$ cat config.mk
export PLATFORM = sky130hd
export DESIGN_NAME = adc_readout
export DESIGN_NICKNAME = d
export VERILOG_FILES = /design/src/rtl/adc_readout_pkg.sv /design/src/rtl/adc_readout.sv
export VERILOG_INCLUDE_DIRS = /design/src /design/src/rtl
export SDC_FILE = /design/constraint.sdc
export NUM_CORES = 1
export LEC_CHECK = 0
export BUFFER_PORTS_ARGS = -buffer_cell sky130_fd_sc_hd__buf_2
export CAP_MARGIN = 20
export CORE_MARGIN = 2
export CORE_UTILIZATION = 28
export DETAILED_ROUTE_END_ITERATION = 7
export HOLD_SLACK_MARGIN = 0.05
export PLACE_DENSITY = 0.5
export SYNTH_ARGS = -nofsm -noshare
export SYNTH_HDL_FRONTEND = slang
export SYNTH_HIERARCHICAL = 1
export SYNTH_SLANG_ARGS = --single-unit
$ cat constraint.sdc
create_clock -name ref_clk -period 7.6 [get_ports ref_clk]
set_clock_uncertainty 0.1 [all_clocks]
set_input_delay 0.76 -clock ref_clk [delete_from_list [all_inputs] [get_ports ref_clk]]
set_output_delay 0.76 -clock ref_clk [all_outputs]
set_load 0.05 [all_outputs]
$ cat src/rtl/adc_readout_cfg.svh
/*
 * Constants for the two-channel serial converter readout.
 * Assumes a 200 MHz ref_clk; the serial link pins are asynchronous to it.
 */
// Summary of operation
// [RULE_01] A readout frame spans exactly sixteen serial clock cycles.
// [RULE_02] The first four bits of every frame are zero on both data lines.
// [RULE_03] The twelve result bits follow, most significant bit first.
// [RULE_04] The first leading zero appears when chip select falls, before any serial clock edge.
// [RULE_05] Every later bit is advanced on a falling serial clock edge.
// [RULE_06] Both data lines are outputs of the device only, one per channel.
// [RULE_07] The host starts frames no faster than one million per second; both channels convert together.
// [RULE_08] The host samples on rising serial clock and raises chip select after the sixteenth cycle.
`ifndef ADC_READOUT_CFG_SVH
`define ADC_READOUT_CFG_SVH
`define FRAME_BITS 16
`define LEAD_ZEROS 4
`define RESULT_BITS 12
`define FIFO_DEPTH 32
`define MIN_FRAME_NS 1000
`define CLK_PERIOD_NS 5
`endif

$ cat src/rtl/adc_readout_pkg.sv
/*
 * Types for the converter readout.
 * Assumes the config header is included by the user.
 */
package adc_readout_pkg;
    typedef enum logic [1:0] {
        ST_IDLE = 2'b00,
        ST_SHIFT = 2'b01,
        ST_DONE = 2'b10
    } frame_state_t;
endpackage

$ cat src/rtl/adc_readout.sv
/*
 * Sample FIFO and device-side serial readout of two converter channels.
 * Assumes cs and serial clock come from the host; sample pairs arrive from
 * converter logic on ref_clk.
 */
`timescale 1ns/1ps
`include "adc_readout_cfg.svh"

// ==========================================
// sample fifo
module sample_fifo #(
    parameter int WIDTH = 24,
    parameter int DEPTH = `FIFO_DEPTH
) (
    input wire logic ref_clk,
    input wire logic rst_n,
    input wire logic [WIDTH-1:0] inData,
    input wire logic inValid,
    output logic inReady,
    output logic [WIDTH-1:0] outData,
    output logic outValid,
    input wire logic outReady
);
    localparam int AW = $clog2(DEPTH);
    logic [WIDTH-1:0] mem [DEPTH];
    logic [AW:0] wrPtr_reg, wrPtr_next, rdPtr_reg, rdPtr_next;
    logic doWrite, doRead;
    assign inReady = (wrPtr_reg - rdPtr_reg) != (AW+1)'(DEPTH);
    assign outValid = wrPtr_reg != rdPtr_reg;
    assign doWrite = inValid && inReady;
    assign doRead = outValid && outReady;
    assign outData = mem[rdPtr_reg[AW-1:0]];
    always_comb begin
        wrPtr_next = wrPtr_reg + (AW+1)'(doWrite);
        rdPtr_next = rdPtr_reg + (AW+1)'(doRead);
    end
    always_ff @(posedge ref_clk or negedge rst_n) begin
        if (!rst_n) begin
            wrPtr_reg <= '0;
            rdPtr_reg <= '0;
        end else begin
            wrPtr_reg <= wrPtr_next;
            rdPtr_reg <= rdPtr_next;
        end
    end
    always_ff @(posedge ref_clk) begin
        if (doWrite) begin
            mem[wrPtr_reg[AW-1:0]] <= inData;
        end
    end
endmodule // sample_fifo

// ==========================================
// serial readout
module adc_readout import adc_readout_pkg::*; #(
    parameter int RES = `RESULT_BITS
) (
    input wire logic ref_clk,
    input wire logic rst_n,
    input wire logic [RES-1:0] sampleA,
    input wire logic [RES-1:0] sampleB,
    input wire logic sampleValid,
    output logic sampleReady,
    input wire logic csN,
    input wire logic serialClk,
    output logic first_channel_serial_out,
    output logic second_channel_serial_out,
    output logic frameActive
);
    localparam int W = 2 * RES;
    logic [W-1:0] fifoData;
    logic fifoValid, fifoReady;
    sample_fifo #(.WIDTH(W), .DEPTH(`FIFO_DEPTH)) u_fifo (
        .ref_clk(ref_clk), .rst_n(rst_n),
        .inData({sampleA, sampleB}), .inValid(sampleValid), .inReady(sampleReady),
        .outData(fifoData), .outValid(fifoValid), .outReady(fifoReady)
    );

    // two-flop synchronisers; only stage two feeds logic
    logic [1:0] csSync_reg, csSync_next, sckSync_reg, sckSync_next;
    logic csLast_reg, csLast_next, sckLast_reg, sckLast_next;
    always_comb begin
        csSync_next = {csSync_reg[0], csN};
        sckSync_next = {sckSync_reg[0], serialClk};
        csLast_next = csSync_reg[1];
        sckLast_next = sckSync_reg[1];
    end
    // reset values match idle pins so no false edge follows reset
    always_ff @(posedge ref_clk or negedge rst_n) begin
        if (!rst_n) begin
            csSync_reg <= 2'h3;
            sckSync_reg <= 2'h0;
            csLast_reg <= 1'b1;
            sckLast_reg <= 1'b0;
        end else begin
            csSync_reg <= csSync_next;
            sckSync_reg <= sckSync_next;
            csLast_reg <= csLast_next;
            sckLast_reg <= sckLast_next;
        end
    end
    logic csFall, csRise, sckFall;
    assign csFall = csLast_reg && !csSync_reg[1];
    assign csRise = !csLast_reg && csSync_reg[1];
    assign sckFall = sckLast_reg && !sckSync_reg[1] && !csSync_reg[1];

    // ==========================================
    // frame shifter
    frame_state_t state_reg, state_next;
    logic [`FRAME_BITS-1:0] shA_reg, shA_next, shB_reg, shB_next;
    logic [4:0] bitCnt_reg, bitCnt_next;
    logic [RES-1:0] holdA_reg, holdA_next, holdB_reg, holdB_next;
    assign fifoReady = (state_reg == ST_IDLE) && csFall;
    always_comb begin
        state_next = state_reg;
        shA_next = shA_reg;
        shB_next = shB_reg;
        bitCnt_next = bitCnt_reg;
        holdA_next = holdA_reg;
        holdB_next = holdB_reg;
        case (state_reg)
            ST_IDLE: begin
                if (csFall) begin
                    // empty fifo repeats last pair rather than stalling the host
                    if (fifoValid) begin
                        holdA_next = fifoData[W-1:RES];
                        holdB_next = fifoData[RES-1:0];
                        shA_next = {4'h0, fifoData[W-1:RES]}; // RULE_02 RULE_03 RULE_07
                        shB_next = {4'h0, fifoData[RES-1:0]};
                    end else begin
                        shA_next = {4'h0, holdA_reg}; // RULE_02
                        shB_next = {4'h0, holdB_reg};
                    end
                    bitCnt_next = 5'h01; // RULE_04
                    state_next = ST_SHIFT;
                end
            end
            ST_SHIFT: begin
                if (csRise) begin
                    state_next = ST_IDLE;
                end else if (sckFall) begin
                    shA_next = {shA_reg[`FRAME_BITS-2:0], 1'b0}; // RULE_05
                    shB_next = {shB_reg[`FRAME_BITS-2:0], 1'b0};
                    bitCnt_next = bitCnt_reg + 5'h01;
                    if (bitCnt_reg == 5'(`FRAME_BITS)) begin
                        state_next = ST_DONE; // RULE_01
                    end
                end
            end
            ST_DONE: begin
                if (csRise) begin
                    state_next = ST_IDLE;
                end
            end
            default: state_next = ST_IDLE;
        endcase
    end
    always_ff @(posedge ref_clk or negedge rst_n) begin
        if (!rst_n) begin
            state_reg <= ST_IDLE;
            shA_reg <= '0;
            shB_reg <= '0;
            bitCnt_reg <= 5'h00;
            holdA_reg <= '0;
            holdB_reg <= '0;
        end else begin
            state_reg <= state_next;
            shA_reg <= shA_next;
            shB_reg <= shB_next;
            bitCnt_reg <= bitCnt_next;
            holdA_reg <= holdA_next;
            holdB_reg <= holdB_next;
        end
    end
    // outputs only, never inputs
    always_comb begin
        first_channel_serial_out = shA_reg[`FRAME_BITS-1]; // RULE_06
        second_channel_serial_out = shB_reg[`FRAME_BITS-1];
        frameActive = state_reg != ST_IDLE;
    end

    // ==========================================
    // assertions
    property p_lead_zero;
        @(posedge ref_clk) disable iff (!rst_n)
        (state_reg == ST_IDLE && csFall) |=> (first_channel_serial_out == 1'b0 && second_channel_serial_out == 1'b0);
    endproperty
    a_lead_zero: assert property (p_lead_zero) else $error("first bit not zero"); // RULE_04
    property p_zero_head;
        @(posedge ref_clk) disable iff (!rst_n)
        (state_reg == ST_SHIFT && bitCnt_reg <= 5'h04) |-> (shA_reg[15] == 1'b0 && shB_reg[15] == 1'b0);
    endproperty
    a_zero_head: assert property (p_zero_head) else $error("leading zero missing"); // RULE_02
    property p_msb_first;
        @(posedge ref_clk) disable iff (!rst_n)
        (state_reg == ST_SHIFT && bitCnt_reg == 5'h04 && sckFall && !csRise)
        |=> (first_channel_serial_out == holdA_reg[RES-1]);
    endproperty
    a_msb_first: assert property (p_msb_first) else $error("msb not first"); // RULE_03
    property p_shift_on_fall;
        @(posedge ref_clk) disable iff (!rst_n)
        (state_reg == ST_SHIFT && !sckFall && !csRise) |=> $stable(shA_reg);
    endproperty
    a_shift_on_fall: assert property (p_shift_on_fall) else $error("shift off edge"); // RULE_05
    property p_sixteen;
        @(posedge ref_clk) disable iff (!rst_n)
        (state_reg == ST_SHIFT && sckFall && !csRise && bitCnt_reg == 5'h10) |=> state_reg == ST_DONE;
    endproperty
    a_sixteen: assert property (p_sixteen) else $error("frame length wrong"); // RULE_01
    property p_both_lines;
        @(posedge ref_clk) disable iff (!rst_n)
        (state_reg == ST_IDLE && csFall && fifoValid)
        |=> (shA_reg == {4'h0, $past(fifoData[W-1:RES])} && shB_reg == {4'h0, $past(fifoData[RES-1:0])});
    endproperty
    a_both_lines: assert property (p_both_lines) else $error("channel pair split"); // RULE_06
    property p_done_quiet;
        @(posedge ref_clk) disable iff (!rst_n)
        (state_reg == ST_DONE) |-> (shA_reg == '0 && first_channel_serial_out == 1'b0);
    endproperty
    a_done_quiet: assert property (p_done_quiet) else $error("data after frame"); // RULE_01
    property p_pop_once;
        @(posedge ref_clk) disable iff (!rst_n)
        (fifoReady && fifoValid) |=> !fifoReady;
    endproperty
    a_pop_once: assert property (p_pop_once) else $error("double pop"); // RULE_07
    c_frame: cover property (@(posedge ref_clk) disable iff (!rst_n) state_reg == ST_SHIFT ##1 state_reg == ST_DONE);
    c_abort: cover property (@(posedge ref_clk) disable iff (!rst_n) state_reg == ST_SHIFT && csRise);
    c_full: cover property (@(posedge ref_clk) disable iff (!rst_n) !sampleReady);
    c_empty_frame: cover property (@(posedge ref_clk) disable iff (!rst_n) csFall && !fifoValid);
endmodule // adc_readout

==> metrics.cfg, run 1 <==
[final_layout]
fill_cells = 11179
drive_above_1_share_pct = 22.39
largest_register_ff_count = 768
most_common_cell_after_layout_fill_and_taps_aside = edfxtp_1
area_growth_pct = 16.79
layout.nets = 1875
most-common-layout-cells = edfxtp_1, mux2i_1, mux4_2

[routing]
antenna_left = 0
drt-total-wl_mm = 90.26
drt-initial-drc-count = 1619
drt_pass1_iterations = 5
via_per_inst = 4.956
drcViolationCount = 0
route.detailed.wl_per_inst_um = 25.63
vias = 17456

[status]
outcome = finished clean

[power]
design_power_total_uw = 14500
power.static_leakage_uw = 0.01286
power.density_cell_area_nw_per_um2 = 370.6
ir_drop_worst_case_vdd_mv = 0.3355

[clock_tree]
cts_inserted_buffers = 93
clk-insertion-delay-late_ns = 0.68
cts_root_buffer = clkbuf_16
cts.sinks = 849
cts_setup_buffers = 0
cts-root-to-sink-buffers = 3
clkSlewWorstSetupHoldPaths_ns = 0.06
tritoncts_clock_tree = done
htree_num_levels = 3

[setup_path]
critical_path_arrival_ns = 3.92
crit_type = flop to primary output
worstPathMaxFanout = 43
end_kind = primary output
worst-endpoint-required_ns = 6.74
cp-start-kind = flop
regToRegSetupSlack_ns = 3.06

[run]
maxCapViolCount = 0

[placement]
finalWeightedCongestion = 0.7856
portBuffers = 32
post-dp-hpwl_mm = 52.60

[sta]
totalNegativeSetupSlack_ns = 0
finalCritPeriodShare_pct = 62.90
achievable-frequency_ghz = 0.2092
tightest_slew_ns = 1.135
grt_setup_unrepaired = false
final-max-slew-violation-count = 0
remaining_max_slew_budget_at_the_tightest_pin_pct = 24.06
setup-violations-final = 0
min_period_ns = 4.780
report.final.hold_viol_count = 0

[synth]
dominantRegCellSynth = edfxtp_1
post_synth_num_cell_types = 52
synth_enable_flop_cells = 768
yosysSeqAreaShare_pct = 74.88
synth_warnings = 6
netlist_area_um2 = 33510
postSynthAreaPerCell_um2 = 19.03
synth.net_count = 1801
synthCells = 1761
synthArstFlopShare_pct = 9.541
yosys_register_bits = 849

[worst_hold_path]
worst_hold_path_type = input pin to flop

[floorplanning]
chipWidth_um = 349.9
design.core.area_um2 = 118400
ioPinCount = 33
die_h_um = 349.9
floorplan.rows = 126
initial_utilization_pct = 28.30
die_area_um2 = 122500

[grt]
grt_remaining_overflow = 0
grt_max_degree = 62
grt_antenna_before_repair = 6
grt_pass1_vias = 17819
grt_pass1_wl_mm = 130.8
global_route.usage.total_pct = 14.80

## per-stage QoR
stage,std cells,setup WS [ns],hold slack [ns],area [um2],util (%)
3_3_place_gp,3337,2.969,0.2477,36060,30.46
5_1_grt,3516,2.657,0.08167,39120,33.04
3_5_place_dp,3339,2.975,0.2608,36100,30.49
2_1_floorplan,1761,3.020,0.2312,33510,-
6_report,3522,2.820,0.1213,39140,33.06
4_1_cts,3516,2.785,0.07451,39120,33.04
## critical path, cell delays in order, from the launching register on
cell,delay (ns)
dfrtp_4,0.90
inv_1,0.11
ha_1,0.35
nand3b_1,0.12
a21o_1,0.20
a211oi_4,0.22
buf_4,0.70
nand3_1,0.27
buf_2,0.30
## layout make-up
type / instances / area, um2 / area share (%)
clock buffers: 116 / 2475 / 6.324
repair buffers: 88 / 609.3 / 1.557
well taps: 1600 / 2002 / 5.115
diodes: 6 / 15.01 / 0.03836
clock inverters: 60 / 533.0 / 1.362
flip-flops and latches: 849 / 25100 / 64.14
multi-input cells: 792 / 8356 / 21.35
inverters: 11 / 46.29 / 0.1183
## final timing paths
check | cells past startpoint | start | end
worst max register to register | 8 | u_fifo/rdPtr_reg[0] | shA_reg[4]
worst min-delay path | 1 | csN | csSync_reg[0]
worst min register to register | 0 | sckSync_reg[0] | sckSync_reg[1]
min in group asynchronous | 2 | rst_n | sckSync_reg[1]
max in group asynchronous | 3 | rst_n | u_fifo/rdPtr_reg[0]
worst max-delay path | 8 | u_fifo/rdPtr_reg[1] | sampleReady
## what timing repair did
item / in CTS / in global routing
resized for setup: 0 / 0
endpoints found under the hold margin: 18 / 0
setup endpoints to repair: 0 / 0
hold buffers: 1 / 0
## cell usage after synthesis, types with 3 or more instances
| cell type | number | area share [%] |
|---|---|---|
| edfxtp_1 | 768 | 69 |
| mux2i_1 | 219 | 6.5 |
| mux4_2 | 96 | 6.5 |
| a22oi_1 | 93 | 2.1 |
| dfrtp_1 | 78 | 5.8 |
| nand2_1 | 77 | 0.86 |
| nand3_1 | 57 | 0.85 |
| a21oi_1 | 51 | 0.76 |
| clkbuf_1 | 36 | 0.40 |
| buf_2 | 33 | 0.49 |
| a311oi_1 | 32 | 0.84 |
| nand4_1 | 25 | 0.47 |
| buf_4 | 21 | 0.47 |
| o221a_2 | 21 | 0.71 |
| mux2_4 | 20 | 0.90 |
| buf_6 | 11 | 0.37 |
| ha_1 | 11 | 0.41 |
| a22o_1 | 9 | 0.24 |
| inv_1 | 9 | 0.10 |
| mux2_2 | 7 | 0.24 |
| nand2b_1 | 7 | 0.13 |
| xnor2_1 | 7 | 0.18 |
| buf_1 | 5 | 0.056 |
| nand3b_1 | 5 | 0.11 |
| nor2_1 | 5 | 0.056 |
| nor2b_1 | 5 | 0.093 |
| or3_1 | 5 | 0.093 |
| nand4b_1 | 4 | 0.10 |
| xor2_1 | 4 | 0.10 |
| a211oi_1 | 3 | 0.067 |
| a22oi_2 | 3 | 0.11 |
| buf_8 | 3 | 0.13 |
| dfstp_2 | 3 | 0.24 |
| nor3_2 | 3 | 0.090 |
## cells by family after synthesis
kind of cell / Yosys count / synth area share, %
XOR/XNOR: 11 / 0.2875
buffers and inverters: 120 / 2.065
adder cells (fa/ha/maj): 11 / 0.4107
AND/OR/NAND/NOR: 205 / 3.155
flip-flops: 849 / 74.88
AO/OA/AOI/OAI: 223 / 5.074
multiplexers: 342 / 14.13
## per-layer routing
layer	share of wire [%]	global-route usage [%]	vias up
met1	47	21.32	9429
met4	2.3	3.906	8
met5	0.049	0	-
li1	-	-	7380
met3	5.1	2.488	137
met2	46	23.10	502
## power breakdown
group	switching, uW	internal (uW)	total, uW
Combinational	2630	1580	4210
Clock	1890	2500	4390
Sequential	348	5560	5910
Note: power is estimated with default switching activity, not from simulation.
==> inputs of run 2 (changes only) <==
--- a/config.mk
+++ b/config.mk
@@ -12,7 +12,7 @@
 export CORE_UTILIZATION = 28
 export DETAILED_ROUTE_END_ITERATION = 7
 export HOLD_SLACK_MARGIN = 0.05
-export PLACE_DENSITY = 0.5
+export PLACE_DENSITY = 0.51
 export SYNTH_ARGS = -nofsm -noshare
 export SYNTH_HDL_FRONTEND = slang
 export SYNTH_HIERARCHICAL = 1
==> constraint.sdc (replaced) <==
create_clock -name ref_clk -period 4 [get_ports ref_clk]
set_clock_uncertainty 0.1 [all_clocks]
set_input_delay 0.4 -clock ref_clk [delete_from_list [all_inputs] [get_ports ref_clk]]
set_output_delay 0.4 -clock ref_clk [all_outputs]
set_load 0.05 [all_outputs]
==> run 2 against run 1 <==
Net effect:
- sequential power up 86%
- register-to-register slack worse by 2.4 ns
- clock-buffer cell count grew 9
- via count decreased by 2.5%
- total power is 91% higher
- routed wire length down 8.3%
- sequential cell count did not move
- non-clock buffer count increased by 42
- die area is the same
- global-route usage down 1.3 points
- highest routed layer unchanged
==> metrics.cfg, run 2 (synthesis gave the netlist of run 1 again) <==
[status]
outcome = finished clean

[grt]
global_route.usage.total_pct = 13.53
grt_antenna_before_repair = 5
grt_pass1_wl_mm = 121.7
grt_remaining_overflow = 0
grt_max_degree = 68
grt_pass1_vias = 17516

[setup_path]
r2r_start = u_fifo/rdPtr_reg[2]
critical_path_arrival_ns = 3.26
rr_worst_depth = 9
end_kind = primary output
cp-start-kind = flop
regToRegSetupSlack_ns = 0.68
worstPathMaxFanout = 11
r2r-end = u_fifo/mem[6][14]
crit_type = flop to primary output
worst-endpoint-required_ns = 3.50

[sta]
grt_setup_unrepaired = false
setup-violations-final = 0
report.final.hold_viol_count = 0
remaining_max_slew_budget_at_the_tightest_pin_pct = 33.59
final-max-slew-violation-count = 0
finalCritPeriodShare_pct = 94.08
min_period_ns = 3.763
achievable-frequency_ghz = 0.2657
tightest_slew_ns = 0.9934

[final_layout]
largest_register_ff_count = 768
finish.utilization_pct = 33.35
layout.nets = 1914
final_cell_area_um2 = 39480
most_common_cell_after_layout_fill_and_taps_aside = edfxtp_1
most-common-layout-cells = edfxtp_1, mux2i_1, mux4_2
drive_above_1_share_pct = 23.57
fill_cells = 11163
area_growth_pct = 17.83
finalNonFillerCells = 3548

[clock_tree]
cts.sinks = 849
clk-insertion-delay-late_ns = 0.66
cts-root-to-sink-buffers = 3
cts_inserted_buffers = 89
clkSlewWorstSetupHoldPaths_ns = 0.06
tritoncts_clock_tree = done
cts.repair.resized = 0
cts_root_buffer = clkbuf_16
htree_num_levels = 3

[routing]
via_per_inst = 4.795
antenna_left = 0
drcViolationCount = 0
route.detailed.wl_per_inst_um = 23.33
drt-total-wl_mm = 82.78
drt-initial-drc-count = 1392
drt_pass1_iterations = 6
vias = 17012

[placement]
finalWeightedCongestion = 0.7845
portBuffers = 32
placed_cells_incl_taps = 3378
post-dp-hpwl_mm = 51.18
post_dp_cell_area_um2 = 36520

[floorplanning]
chipWidth_um = 349.9
ioPinCount = 33
die_area_um2 = 122500
die_h_um = 349.9
design.core.area_um2 = 118400
initial_utilization_pct = 28.30
floorplan.rows = 126

[power]
power.static_leakage_uw = 0.01306
ir_drop_worst_case_vdd_mv = 0.3873
power.density_cell_area_nw_per_um2 = 703.2

[worst_hold_path]
worst_hold_path_type = input pin to flop
hold_end = u_fifo/mem[7][23]
worstHoldPathCells = 1
hold_path_startpoint = sampleA[11]

[run]
maxCapViolCount = 0

-- run 2: changes by cell type in the layout (fill, tap and decap cells not counted), sizes merged --
| cell | delta |
|---|---|
| buf | +40 |
| clkinv | -20 |
| clkbuf | +9 |
| diode | -5 |
| clkinvlp | -3 |
| dlygate4sd3 | +2 |
| a31o | +1 |
| bufinv | +1 |
| inv | +1 |
-- run 2: repair_timing --
item | in CTS | in global routing
pin swaps | 1 | 1
cloned | 1 | 0
endpoints found under the setup margin | 1 | 1
hold buffers | 3 | 0
endpoints found under the hold margin | 65 | 0
buffers inserted | 0 | 1
-- run 2: metal layers --
| layer | global-route usage (%) | up-vias | routed length [um] |
|---|---|---|---|
| met5 | 0 | - | 23 |
| met4 | 3.457 | 4 | 1593 |
| met3 | 2.961 | 111 | 4696 |
| met2 | 20.23 | 406 | 36790 |
| met1 | 19.85 | 9050 | 39670 |
| li1 | - | 7441 | - |
-- run 2: critical path, cell delays in order (launching register included) --
cell,delay [ns]
dfrtp_1,0.65
inv_2,0.14
ha_1,0.36
and3_1,0.21
o21ai_1,0.16
a31o_4,0.41
buf_4,0.25
nand3_1,0.16
buf_2,0.26
-- run 2: final cells by class --
type / count / area, um2 / area share [%]
tap: 1600 / 2002 / 5.070
multi-input combinational: 793 / 8364 / 21.18
timing repair buffer: 130 / 1056 / 2.675
clock inverter: 39 / 426.7 / 1.081
sequential: 849 / 25100 / 63.57
antenna: 1 / 2.502 / 0.006338
clock buffer: 125 / 2485 / 6.294
inverter: 11 / 46.29 / 0.1173
-- run 2: through the flow --
stage	power (uW)	setup TNS, ns	hold WS (ns)	setup WS [ns]
6_report	27760	0	0.1926	0.2368
5_1_grt	28980	0	0.1995	0.07338
4_1_cts	28030	0	0.1401	0.004049
3_5_place_dp	19730	0	0.2393	0.6213
3_3_place_gp	19600	0	0.2469	0.6672
2_1_floorplan	16440	-429.05	0.004409	-0.5800
-- run 2: how the worst max path moves through the flow --
stage / from / depth (start not counted) / end / slack, ns
after CTS: u_fifo/rdPtr_reg[2] / 8 / sampleReady / 0.004
after detailed placement: u_fifo/rdPtr_reg[2] / 8 / u_fifo/mem[26][8] / 0.62
after floorplan: u_fifo/rdPtr_reg[1] / 11 / u_fifo/mem[15][0] / -0.58
after global placement: u_fifo/rdPtr_reg[2] / 8 / u_fifo/mem[26][8] / 0.67
final: u_fifo/rdPtr_reg[2] / 8 / sampleReady / 0.24
after global routing: u_fifo/rdPtr_reg[2] / 8 / sampleReady / 0.07
-- run 2: where the power goes --
part	switching, uW	internal [uW]
clock network	3430	4750
logic	5230	3340
registers	443	10600
